File: src/osp_pkg.sv
// Functional notes
// - gate low: selects are unclocked level inputs
// - gate high: host clock rise captures selects
// - status outputs driven only while enable low
// - fault_n low on actuator or sensor failure
// - fault_n stays low until power cycles
// - 1xN: code plus one, fallback beyond count
// - echo selects on status, bit3 high
// - dual 1x2: with bit1 high, bit0 picks A, bit2 picks B; bit1 low holds
// - route_en low: off or fallback, bit3 low
// - off position blocks every path
// - no off option: always route somewhere
// - no engagement before 20 ms after power
package osp_pkg;
  localparam int unsigned CLK_PERIOD_NS = 10;
  localparam int unsigned DEBOUNCE_NS   = 1000;
  localparam int unsigned DEBOUNCE_CYC  = (DEBOUNCE_NS + CLK_PERIOD_NS - 1) / CLK_PERIOD_NS;
  localparam int unsigned ENGAGE_MS     = 20;
  localparam int unsigned ENGAGE_CYC    = (ENGAGE_MS * 1000000 + CLK_PERIOD_NS - 1) / CLK_PERIOD_NS;
  localparam int unsigned CNT_W         = 22;

  localparam logic [7:0] ADDR_STATUS    = 8'h00;
  localparam logic [7:0] ADDR_IRQ_CLEAR = 8'h04;
  localparam logic [7:0] ADDR_IRQ_EN    = 8'h08;
  localparam logic [7:0] ADDR_POSITION  = 8'h0c;
  localparam logic [7:0] ADDR_CONFIG    = 8'h10;

  localparam int unsigned IRQ_FAULT  = 0;
  localparam int unsigned IRQ_MOVED  = 1;
  localparam int unsigned IRQ_ENGAGE = 2;
  localparam int unsigned IRQ_W      = 3;

  typedef enum logic [1:0] {
    BUILD_1XN  = 2'h0,
    BUILD_2XN  = 2'h1,
    BUILD_DUAL = 2'h2
  } osp_build_t;

  typedef enum logic [1:0] {
    ST_POWERUP = 2'h0,
    ST_ENGAGED = 2'h1
  } osp_state_t;

  typedef struct packed {
    logic route_en;
    logic sel_bit2;
    logic sel_bit1;
    logic sel_bit0;
  } osp_sel_t;

  typedef struct packed {
    logic       off;
    logic [3:0] chan_a;
    logic [1:0] chan_b;
  } osp_pos_t;

  typedef struct packed {
    osp_build_t build;
    logic [3:0] count;
    logic       off_opt;
  } osp_cfg_t;

  typedef struct packed {
    logic       hold;
    osp_pos_t   pos;
    logic [3:0] status;
  } osp_dec_t;

  localparam osp_cfg_t CFG_RST = '{build: BUILD_1XN, count: 4'h8, off_opt: 1'b0};
  localparam osp_pos_t POS_RST = '{off: 1'b0, chan_a: 4'h1, chan_b: 2'h1};
  localparam osp_sel_t SEL_RST = 4'h0;
endpackage

File: src/osp_ctrl.sv
`timescale 1ns/10ps
module osp_ctrl #(
  parameter int unsigned ENGAGE_CYCLES = osp_pkg::ENGAGE_CYC
) (
  // clock and power-on reset
  input  wire logic              i_clock,
  input  wire logic              i_rst,
  // host select pins
  input  wire logic              i_host_clk,
  input  wire logic              i_clock_gate_n,
  input  wire osp_pkg::osp_sel_t i_act_sel,
  input  wire osp_pkg::osp_sel_t i_dflt_sel,
  input  wire logic              i_status_oe_n,
  // internal failure detectors
  input  wire logic              i_actuator_bad,
  input  wire logic              i_sensor_fail,
  // status pins
  output logic [3:0]             o_pos_status,
  output logic                   o_pos_status_oe,
  output logic                   o_fault_n,
  // mechanism
  output osp_pkg::osp_pos_t      o_position,
  output osp_pkg::osp_pos_t      o_dflt_position,
  output logic                   o_engaged,
  // register port
  input  wire logic [7:0]        i_addr,
  input  wire logic [31:0]       i_wdata,
  input  wire logic              i_wr,
  input  wire logic              i_rd,
  output logic [31:0]            o_rdata,
  output logic                   o_irq
);
  import osp_pkg::*;

  localparam logic [CNT_W-1:0] DEB_LAST = CNT_W'(DEBOUNCE_CYC - 1);
  localparam logic [CNT_W-1:0] ENG_LAST = CNT_W'(ENGAGE_CYCLES - 1);

  function automatic logic [3:0] clamp_n(input logic [3:0] n);
    clamp_n = (n < 4'h3) ? 4'h3 : ((n > 4'h8) ? 4'h8 : n);
  endfunction

  function automatic osp_dec_t decode(input osp_cfg_t c, input osp_sel_t s);
    logic [3:0] n;
    logic [3:0] fb;
    logic [3:0] code;
    logic [3:0] p;
    logic [3:0] ones;
    osp_dec_t   d;
    n    = clamp_n(c.count);
    fb   = 4'h3;
    code = {1'b0, s.sel_bit2, s.sel_bit1, s.sel_bit0} + 4'h1;
    p    = n >> 1;
    ones = 4'h1 + {3'h0, s.sel_bit0} + {3'h0, s.sel_bit1} + {3'h0, s.sel_bit2};
    d.hold   = 1'b0;
    d.pos    = POS_RST;
    // selects are masked off the status pins only while route_en is low
    d.status = s.route_en ? {1'b1, s.sel_bit2, s.sel_bit1, s.sel_bit0} : 4'h0;
    unique case (c.build)
      BUILD_1XN: begin
        if (n == 4'h8) begin
          fb = 4'h8;
        end else if (n >= 4'h6) begin
          fb = 4'h4;
        end
        if (s.route_en) begin
          d.pos.chan_a = (code > n) ? fb : code;
        end else begin
          d.pos.chan_a = fb;
          d.pos.off    = c.off_opt;
        end
      end
      BUILD_2XN: begin
        if (s.route_en) begin
          d.pos.chan_a = (ones > p) ? p : ones;
        end else begin
          d.pos.chan_a = p;
          d.pos.off    = c.off_opt;
        end
        d.pos.chan_b = d.pos.chan_a[1:0];
      end
      BUILD_DUAL: begin
        if (s.route_en && s.sel_bit1) begin
          d.pos.chan_a = {3'h0, s.sel_bit0} + 4'h1;
          d.pos.chan_b = {1'b0, s.sel_bit2} + 2'h1;
        end else if (s.route_en) begin
          d.hold = 1'b1;
        end else begin
          d.pos.off = c.off_opt;
        end
      end
      default: begin
        d.hold = 1'b1;
      end
    endcase
    if (d.pos.off) begin
      // blocked: no path selected at all
      d.pos.chan_a = 4'h0;
      d.pos.chan_b = 2'h0;
    end
    decode = d;
  endfunction

  // select capture
  logic             hclk_r;
  logic             hclk_nxt;
  osp_sel_t         cand_act_r;
  osp_sel_t         cand_act_nxt;
  osp_sel_t         cand_dflt_r;
  osp_sel_t         cand_dflt_nxt;
  logic [CNT_W-1:0] deb_r;
  logic [CNT_W-1:0] deb_nxt;
  osp_sel_t         act_r;
  osp_sel_t         act_nxt;
  osp_sel_t         dflt_r;
  osp_sel_t         dflt_nxt;

  always_comb begin
    hclk_nxt      = i_host_clk;
    cand_act_nxt  = i_act_sel;
    cand_dflt_nxt = i_dflt_sel;
    deb_nxt       = '0;
    act_nxt       = act_r;
    dflt_nxt      = dflt_r;
    if (i_clock_gate_n) begin
      if (i_host_clk && !hclk_r) begin
        act_nxt  = i_act_sel;
        dflt_nxt = i_dflt_sel;
      end
    end else if ((i_act_sel != cand_act_r) || (i_dflt_sel != cand_dflt_r)) begin
      deb_nxt = '0;
    end else if (deb_r != DEB_LAST) begin
      deb_nxt = deb_r + CNT_W'(1);
    end else begin
      // a level is acted on only once it held still long enough
      deb_nxt  = deb_r;
      act_nxt  = cand_act_r;
      dflt_nxt = cand_dflt_r;
    end
  end

  always_ff @(posedge i_clock) begin
    if (i_rst) begin
      hclk_r      <= 1'b0;
      cand_act_r  <= SEL_RST;
      cand_dflt_r <= SEL_RST;
      deb_r       <= '0;
      act_r       <= SEL_RST;
      dflt_r      <= SEL_RST;
    end else begin
      hclk_r      <= hclk_nxt;
      cand_act_r  <= cand_act_nxt;
      cand_dflt_r <= cand_dflt_nxt;
      deb_r       <= deb_nxt;
      act_r       <= act_nxt;
      dflt_r      <= dflt_nxt;
    end
  end

  // power-on engagement delay
  osp_state_t       state_r;
  osp_state_t       state_nxt;
  logic [CNT_W-1:0] eng_r;
  logic [CNT_W-1:0] eng_nxt;
  logic             eng_ev;

  always_comb begin
    state_nxt = state_r;
    eng_nxt   = eng_r;
    eng_ev    = 1'b0;
    unique case (state_r)
      ST_POWERUP: begin
        if (eng_r == ENG_LAST) begin
          state_nxt = ST_ENGAGED;
          eng_ev    = 1'b1;
        end else begin
          eng_nxt = eng_r + CNT_W'(1);
        end
      end
      ST_ENGAGED: begin
        state_nxt = ST_ENGAGED;
      end
      default: begin
        state_nxt = ST_POWERUP;
        eng_nxt   = '0;
      end
    endcase
  end

  always_ff @(posedge i_clock) begin
    if (i_rst) begin
      state_r <= ST_POWERUP;
      eng_r   <= '0;
    end else begin
      state_r <= state_nxt;
      eng_r   <= eng_nxt;
    end
  end

  // position, status pins and fault
  osp_cfg_t   cfg_r;
  osp_cfg_t   cfg_nxt;
  osp_pos_t   pos_r;
  osp_pos_t   pos_nxt;
  osp_pos_t   dpos_r;
  osp_pos_t   dpos_nxt;
  logic [3:0] stat_r;
  logic [3:0] stat_nxt;
  logic       fault_r;
  logic       fault_nxt;
  logic       moved_ev;
  logic       fault_ev;
  osp_dec_t   dec_act;
  osp_dec_t   dec_dflt;

  always_comb begin
    dec_act   = decode(cfg_r, act_r);
    dec_dflt  = decode(cfg_r, dflt_r);
    pos_nxt   = pos_r;
    stat_nxt  = stat_r;
    dpos_nxt  = dec_dflt.hold ? dpos_r : dec_dflt.pos;
    // earlier commands wait in act_r and apply at engagement
    if (state_r == ST_ENGAGED) begin
      stat_nxt = dec_act.status;
      if (!dec_act.hold) begin
        pos_nxt = dec_act.pos;
      end
    end
    moved_ev  = (pos_nxt != pos_r);
    // power-on reset is the only way out
    fault_nxt = fault_r | i_actuator_bad | i_sensor_fail;
    fault_ev  = fault_nxt & ~fault_r;
  end

  always_ff @(posedge i_clock) begin
    if (i_rst) begin
      pos_r   <= POS_RST;
      dpos_r  <= POS_RST;
      stat_r  <= 4'h0;
      fault_r <= 1'b0;
    end else begin
      pos_r   <= pos_nxt;
      dpos_r  <= dpos_nxt;
      stat_r  <= stat_nxt;
      fault_r <= fault_nxt;
    end
  end

  // register port and interrupt
  logic [IRQ_W-1:0] irq_st_r;
  logic [IRQ_W-1:0] irq_st_nxt;
  logic [IRQ_W-1:0] irq_en_r;
  logic [IRQ_W-1:0] irq_en_nxt;
  logic [IRQ_W-1:0] irq_clr;
  logic [IRQ_W-1:0] irq_set;
  logic [31:0]      rdata_r;
  logic [31:0]      rdata_nxt;

  always_comb begin
    cfg_nxt    = cfg_r;
    irq_en_nxt = irq_en_r;
    irq_clr    = '0;
    irq_set    = '0;
    irq_set[IRQ_FAULT]  = fault_ev;
    irq_set[IRQ_MOVED]  = moved_ev;
    irq_set[IRQ_ENGAGE] = eng_ev;
    if (i_wr) begin
      unique case (i_addr)
        ADDR_IRQ_CLEAR: irq_clr    = i_wdata[IRQ_W-1:0];
        ADDR_IRQ_EN:    irq_en_nxt = i_wdata[IRQ_W-1:0];
        ADDR_CONFIG:    cfg_nxt    = osp_cfg_t'(i_wdata[6:0]);
        default:        cfg_nxt    = cfg_r;
      endcase
    end
    // a new event beats a clear in the same cycle
    irq_st_nxt = (irq_st_r & ~irq_clr) | irq_set;
    rdata_nxt  = '0;
    if (i_rd) begin
      unique case (i_addr)
        ADDR_STATUS:   rdata_nxt = {29'h0, irq_st_r};
        ADDR_IRQ_EN:   rdata_nxt = {29'h0, irq_en_r};
        ADDR_POSITION: rdata_nxt = {16'h0, fault_r, o_engaged, 3'h0, stat_r, pos_r};
        ADDR_CONFIG:   rdata_nxt = {25'h0, cfg_r};
        default:       rdata_nxt = '0;
      endcase
    end
  end

  always_ff @(posedge i_clock) begin
    if (i_rst) begin
      cfg_r    <= CFG_RST;
      irq_st_r <= '0;
      irq_en_r <= '0;
      rdata_r  <= '0;
    end else begin
      cfg_r    <= cfg_nxt;
      irq_st_r <= irq_st_nxt;
      irq_en_r <= irq_en_nxt;
      rdata_r  <= rdata_nxt;
    end
  end

  assign o_pos_status    = stat_r;
  assign o_pos_status_oe = ~i_status_oe_n;
  assign o_fault_n       = ~fault_r;
  assign o_position      = pos_r;
  assign o_dflt_position = dpos_r;
  assign o_engaged       = (state_r == ST_ENGAGED);
  assign o_rdata         = rdata_r;
  assign o_irq           = |(irq_st_r & irq_en_r);
endmodule

File: config.mk
export PLATFORM = sky130hd
export DESIGN_NAME = osp_ctrl
export DESIGN_NICKNAME = d
export VERILOG_FILES = /design/src/osp_pkg.sv /design/src/osp_ctrl.sv
export SDC_FILE = /design/constraint.sdc
export NUM_CORES = 1
export LEC_CHECK = 0
export BUFFER_PORTS_ARGS = -buffer_cell sky130_fd_sc_hd__buf_2
export CAP_MARGIN = 20
export CORE_MARGIN = 4
export CORE_UTILIZATION = 50
export CTS_BUF_LIST = sky130_fd_sc_hd__clkbuf_4
export DETAILED_ROUTE_END_ITERATION = 8
export PLACE_DENSITY = 0.84
export SLEW_MARGIN = 20
export SYNTH_ARGS = -nofsm -noshare
export SYNTH_HDL_FRONTEND = slang
export SYNTH_SLANG_ARGS = --single-unit
File: constraint.sdc
create_clock -name i_clock -period 4 [get_ports i_clock]
set_input_delay 0.4 -clock i_clock [delete_from_list [all_inputs] [get_ports i_clock]]
set_output_delay 0.4 -clock i_clock [all_outputs]
set_load 0.1 [all_outputs]
Yosys cells after proc, flatten, opt, wreduce, memory -nomap -nowiden
Cells that the tools add are included.

Bits of input ports: 57. Output and inout port bits: 54. Register bits: 127.

Eq/ne operators: 18. Reductions and logical operators: 16. $add $sub $neg: 12. Magnitude comparators: 7. Bitwise operators: 11. Muxes and demuxes: 48.

Operators with widths (count): 2-to-1 mux 4 bit (22); one-hot mux 16 bit (4 select lines) (1); adder 22 x 1 -> 22 bit, second input constant (2); one-hot mux 22 bit (2 select lines) (1); one-hot mux 5 bit (3 select lines) (2); equality test 22 x 21 -> 1 bit, second input constant (1); 2-to-1 mux 22 bit (1); inequality test 22 x 7 -> 1 bit, second input constant (1); adder 4 x 1 -> 4 bit (4); equality test 8 x 4 -> 1 bit, second input constant (2); 2-to-1 mux 7 bit (2); 2-to-1 mux 6 bit (2); one-hot mux 2 bit (2 select lines) (3); 2-to-1 mux 3 bit (3); adder 1 x 1 -> 2 bit, second input constant (4); adder 3 x 1 -> 4 bit, second input constant (2); equality test 8 x 3 -> 1 bit, second input constant (1); equality test 8 x 5 -> 1 bit, second input constant (1); greater-than comparator 4 x 3 -> 1 bit (2); greater-than comparator 4 bit (2); logical NOT 8 bit (1); inequality test 2 bit, second input constant (4); inequality test 4 bit (2); inequality test 7 bit (1); 24 further kinds (45).

Longest topological paths before layout
Depth after elaboration: 14. Mapped depth: 13. Depth with buffers taken out: 13.

Least setup slack after synthesis
OpenSTA, ideal clock, no wires.

Path kind: register -> register. From: register act_r[1] (netlist name). To: register irq_st_r[1]. Arrival time: 3044 ps. Buffers on the path: 0. Path slack: 821 ps. Data required time: 3864 ps. Stages on the path, launching flop included: 14. Cells stage by stage: dfxtp_1 -> inv_1 -> fa_1 -> inv_1 -> ha_1 -> ha_1 -> nor2b_1 -> nor3_1 -> o21ai_0 -> mux2_2 -> a311o_1 -> and2_1 -> o31ai_1 -> a31oi_1.

Word-level cells in the longest chain between the ends: 11.

RTL lines: start, declared (RTL line osp_ctrl.sv:112) `osp_sel_t act_r;`; start signal, assigned (RTL line osp_ctrl.sv:154) `act_r <= act_nxt;`; adder 4 x 1 -> 4 bit (2 in a row) (RTL line osp_ctrl.sv:53) `ones = 4'h1 + {3'h0, s.sel_bit0} + {3'h0, s.sel_bit1} + {3'h0, s.sel_bit2};`; greater-than comparator 4 x 3 -> 1 bit (RTL line osp_ctrl.sv:74) `d.pos.chan_a = (ones > p) ? p : ones;`; 2-to-1 mux 4 bit (RTL line osp_ctrl.sv:74); 2-to-1 mux 4 bit (RTL line osp_ctrl.sv:73) `if (s.route_en) begin`; one-hot mux 5 bit (3 select lines) or one-hot mux 2 bit (2 select lines) (tied branches) (RTL line osp_ctrl.sv:58) `unique case (c.build)`; 2-to-1 mux 6 bit (RTL line osp_ctrl.sv:95) `if (d.pos.off) begin`; 2-to-1 mux 7 bit * (RTL line osp_ctrl.sv:224) `if (!dec_act.hold) begin`; 2-to-1 mux 7 bit * (RTL line osp_ctrl.sv:222) `if (state_r == ST_ENGAGED) begin`; inequality test 7 bit * (RTL line osp_ctrl.sv:228) `moved_ev = (pos_nxt != pos_r);`; OR 3 bit * (RTL line osp_ctrl.sv:275) `irq_st_nxt = (irq_st_r & ~irq_clr) | irq_set;`; end signal, assigned (RTL line osp_ctrl.sv:296) `irq_st_r <= irq_st_nxt;`; end, declared (RTL line osp_ctrl.sv:249) `logic [IRQ_W-1:0] irq_st_r;`.

Every way passes the cells marked *; elsewhere a longest branch is shown, timed or not. A chain may end at the register's enable or synchronous reset.

Final worst setup path
Same ends and word-level chain as after synthesis.

==> summary.md <==
| Metric | Value |
|---|---|
| Run status | completed |
| P per Cell Area | between 300 and 400 nW/um^2 |
| GRT met1 Usage | 0.227 |
| H-Tree Depth | 3 |
| Clk buf depth | 2 |
| Mapped Avg Cell Area | 8.47 um^2 |
| Design area | 6120 um^2 |
| Core area | about 11000 um^2 |
| WP buf/inv | 2 |
| Worst path arrival time | 3.92 ns |
| DR vias/cell | 5.44 |
| LEAKAGE | 2.53 nW |
| Psw | roughly 0.57 mW |
| Post-CTS Setup Bufs | 0 |
| Post-cts resize count | 0 |
| Setup CP Type | reg -> reg |
| Crit-path slowest cell | dfxtp_1 |
| Sw frac | 0.290 |
| Area Growth Syn to Fin | 8.77% |
| Worst R2R Path Depth | 13 |
| Fillcell total | 1018 |
| Worst Tran Pin Value | 0.750 ns |
| Clock Power Share | 0.318 |
| Most common cell after layout, fill and taps aside | dfxtp_1 |
| # IOs | 111 |
| Critical Path Source | act_r[1] |
| CTS buffer count | 9 |
| Top_reg_cell synth | dfxtp_1 |
| Layout cell share with drive strength beyond 1 | 0.130 |
| Vias in the first global route | 4415 |
| DR WL/cell | 14.1 um |
| Worst IR Drop VDD | 0.000174 V |
| Async SR Flop Fraction | 0 |
| Crit path to | irq_st_r[1] |
| First-pass GRT wire length | 20.1 mm |
| Clock Sinks | 107 |
| Post-CTS Hold Fix Bufs | 0 |
| Grt peak-use layer | met2 |
| GRT met3 Usage | 0.0525 |
| Count of state elements after synthesis | around 110 |
| Met2 usage | 0.314 |
| RSZ-0062 raised after global routing | no |
| Reg-to-reg startpoint | act_r[1] |
| CP required | 4.36 ns |
| CTS Root Cell | clkbuf_4 |
| Post-DP HPWL | 8.93 mm |
| Sequential share of the synthesized area | 0.381 |
| PortBufs | 66 |
| Antenna violations before repair | 1 |
| Largest stage delay on the critical path | 0.51 ns |
| Max-Cap Viols | 0 |
| Worst min-delay path class | in -> reg |
| Rows | 38 |
| Die Span Y | approximately 110 um |
| Worst Setup End Kind | flop |
| Vias | 4674 |
| Combinational Power Share | 0.125 |
| Gpl congestion | 0.865 |
| Grt ovf | 0 |
| Slew Limit Fails | 0 |
| Reg2reg end | irq_st_r[1] |
| Final ANT Viol Nets | 0 |
| Most frequent cells in the layout | dfxtp_1, nor2_1, buf_2 |
| Sum Neg Setup Slack | 0 ns |
| Largest net degree at the start of global routing | slightly below 70 |
| Crit share post-route | 0.891 |
| Critical-path cell list | inv_1, fa_1, inv_1, ha_1, ha_1, nor2b_1, nor3_1, o21ai_0, mux2i_1, nor3_1, a2111oi_0, o221a_2, a31oi_1 |
| Slew headroom | 0.500 |
| Startpoint Class | flop |
| Stages on worst setup path | 13 |
| Reg power frac | 0.557 |
| Mapped Area | 5620 um^2 |
| Skew-Pair Late Insertion Delay | roughly 0.5 ns |
| Final min period | 3.56 ns |
| Fmax | 281 MHz |
| Drt drc | 0 |
| Post-synth EDFFs | 0 |
| Full die area | 13000 um^2 |
| NumNets Final | 798 |
| DRT Pass-1 Iters | 4 |
| Mapped Cells | about 660 |
| Starting Density | 0.514 |
| Iter 0 DRT Violations | 369 |
| GRT Total Usage | 0.188 |
| Slack of the worst reg-to-reg path | 0.44 ns |
| Clock-pin slew of the registers on the worst-case setup and hold paths | 0.17 ns |
| Die W | 114 um |
| Fin Clk Skew | approximately 0.012 ns |
| Power Internal | between 1 and 1.5 mW |
| Final wirelength | 12.1 mm |
| CTS tree | built |
| Final Hold Fails | 0 |
| Final number of setup-violating endpoints | 0 |
| Synth warn | 0 |
| Yosys cell types | 56 |
| Max FO, Critical Path | 9 |
| Top Family by Delay on Critical Path | compound AO/OA/AOI/OAI gates |
| Area after DPL | about 6000 um^2 |
==> cells in the mapped netlist, types with 2 or more instances <==
cell | n | area share
dfxtp_1 | 107 | 0.38
nor2_1 | 83 | 0.055
nand2_1 | 61 | 0.041
nand3_1 | 39 | 0.035
xor2_1 | 31 | 0.048
inv_1 | 29 | 0.019
a21oi_1 | 28 | 0.025
ha_1 | 26 | 0.058
mux2i_1 | 26 | 0.046
clkbuf_1 | 25 | 0.017
buf_4 | 19 | 0.025
nor2b_1 | 18 | 0.020
nand4_1 | 16 | 0.018
nor3_1 | 16 | 0.014
xnor2_1 | 16 | 0.025
and3_1 | 15 | 0.017
o21ai_0 | 11 | 0.0098
a211oi_1 | 10 | 0.013
nand2b_1 | 7 | 0.0078
or3_1 | 7 | 0.0078
a22oi_1 | 5 | 0.0067
mux2_2 | 5 | 0.010
nor4_1 | 4 | 0.0044
o211ai_1 | 4 | 0.0053
o31ai_1 | 4 | 0.0053
or4_1 | 4 | 0.0053
a221o_1 | 3 | 0.0053
a31oi_1 | 3 | 0.0033
buf_2 | 3 | 0.0027
nor4b_1 | 3 | 0.0047
o22a_1 | 3 | 0.0047
a2111oi_0 | 2 | 0.0031
a211oi_2 | 2 | 0.0044
a32o_1 | 2 | 0.0036
and4_1 | 2 | 0.0031
fa_1 | 2 | 0.0071
nand4b_1 | 2 | 0.0031
o21a_1 | 2 | 0.0027
o22ai_1 | 2 | 0.0022
==> state kept, by name (all words and copies together), names as in the netlist, 7 cells and up <==
register         flops
o_dflt_position      7
cfg_r                7
deb_r               22
eng_r               22
o_rdata             13
o_position           7
==> power groups by stage <==
stage,logic (mW),clock network [mW],registers (mW)
2_1_floorplan,0.207,0,1.13
3_3_place_gp,0.241,0,1.13
3_5_place_dp,0.247,0,1.13
4_1_cts,0.247,0.649,1.10
5_1_grt,0.268,0.681,1.11
6_report,0.248,0.631,1.10
==> worst min path at each step <==
stage / to / cells past startpoint / from
floorplan: cfg_r[1] / 2 / cfg_r[1]
global placement: o_dflt_position[1] / 2 / o_dflt_position[1]
detailed placement: o_dflt_position[4] / 2 / o_dflt_position[4]
CTS: hclk_r / 2 / i_host_clk
global route: cfg_r[4] / 3 / i_wdata[4]
finish: hclk_r / 2 / i_host_clk
==> final cells by class <==
class	instances	area, um^2	area share
Clock inverter	7	97.6	0.0160
Sequential cell	107	2140	0.350
Timing Repair Buffer	68	345	0.0565
Inverter	29	109	0.0178
Tap cell	140	175	0.0286
Multi-Input combinational cell	498	3180	0.519
Clock buffer	9	67.6	0.0110
Antenna cell	1	2.50	0.000409
==> kinds of logic after synthesis <==
kind of cell,after synthesis,share of synthesized area
adder cells (fa/ha/maj),28,0.0650
AO/OA/AOI/OAI,92,0.116
other,1,0.000667
multiplexers,31,0.0563
XOR/XNOR,47,0.0732
buffers and inverters,77,0.0661
AND/OR/NAND/NOR,281,0.241
flip-flops,107,0.381
==> layer usage <==
layer | wire [um] | share of wire | vias to the layer above
li1 | - | - | 2369
met2 | 5840 | 0.48 | 129
met3 | 787 | 0.065 | 23
met5 | 13 | 0.0011 | -
met4 | 272 | 0.023 | 2
met1 | 5170 | 0.43 | 2151
==> metrics by stage <==
| step | power, mW | hold slack, ns | setup slack [ns] | instances | util |
|---|---|---|---|---|---|
| 2_1_floorplan | 1.34 | 0.449 | 0.821 | 682 | - |
| 3_3_place_gp | 1.37 | 0.444 | 0.612 | 842 | 0.544 |
| 3_5_place_dp | 1.37 | 0.467 | 0.483 | 842 | 0.544 |
| 4_1_cts | 2.00 | 0.103 | 0.463 | 858 | 0.559 |
| 5_1_grt | 2.06 | 0.128 | 0.173 | 858 | 0.559 |
| 6_report | 1.98 | 0.123 | 0.437 | 859 | 0.559 |
==> worst reg2reg max path, stage by stage, from the launching register on <==
cell and delay (ns):
dfxtp_1 0.51, inv_1 0.13, fa_1 0.40, inv_1 0.06, ha_1 0.23, ha_1 0.31
nor2b_1 0.18, nor3_1 0.06, o21ai_0 0.28, mux2i_1 0.37, nor3_1 0.09, a2111oi_0 0.49
o221a_2 0.27, a31oi_1 0.06
Power figures use the tool's default switching activity.
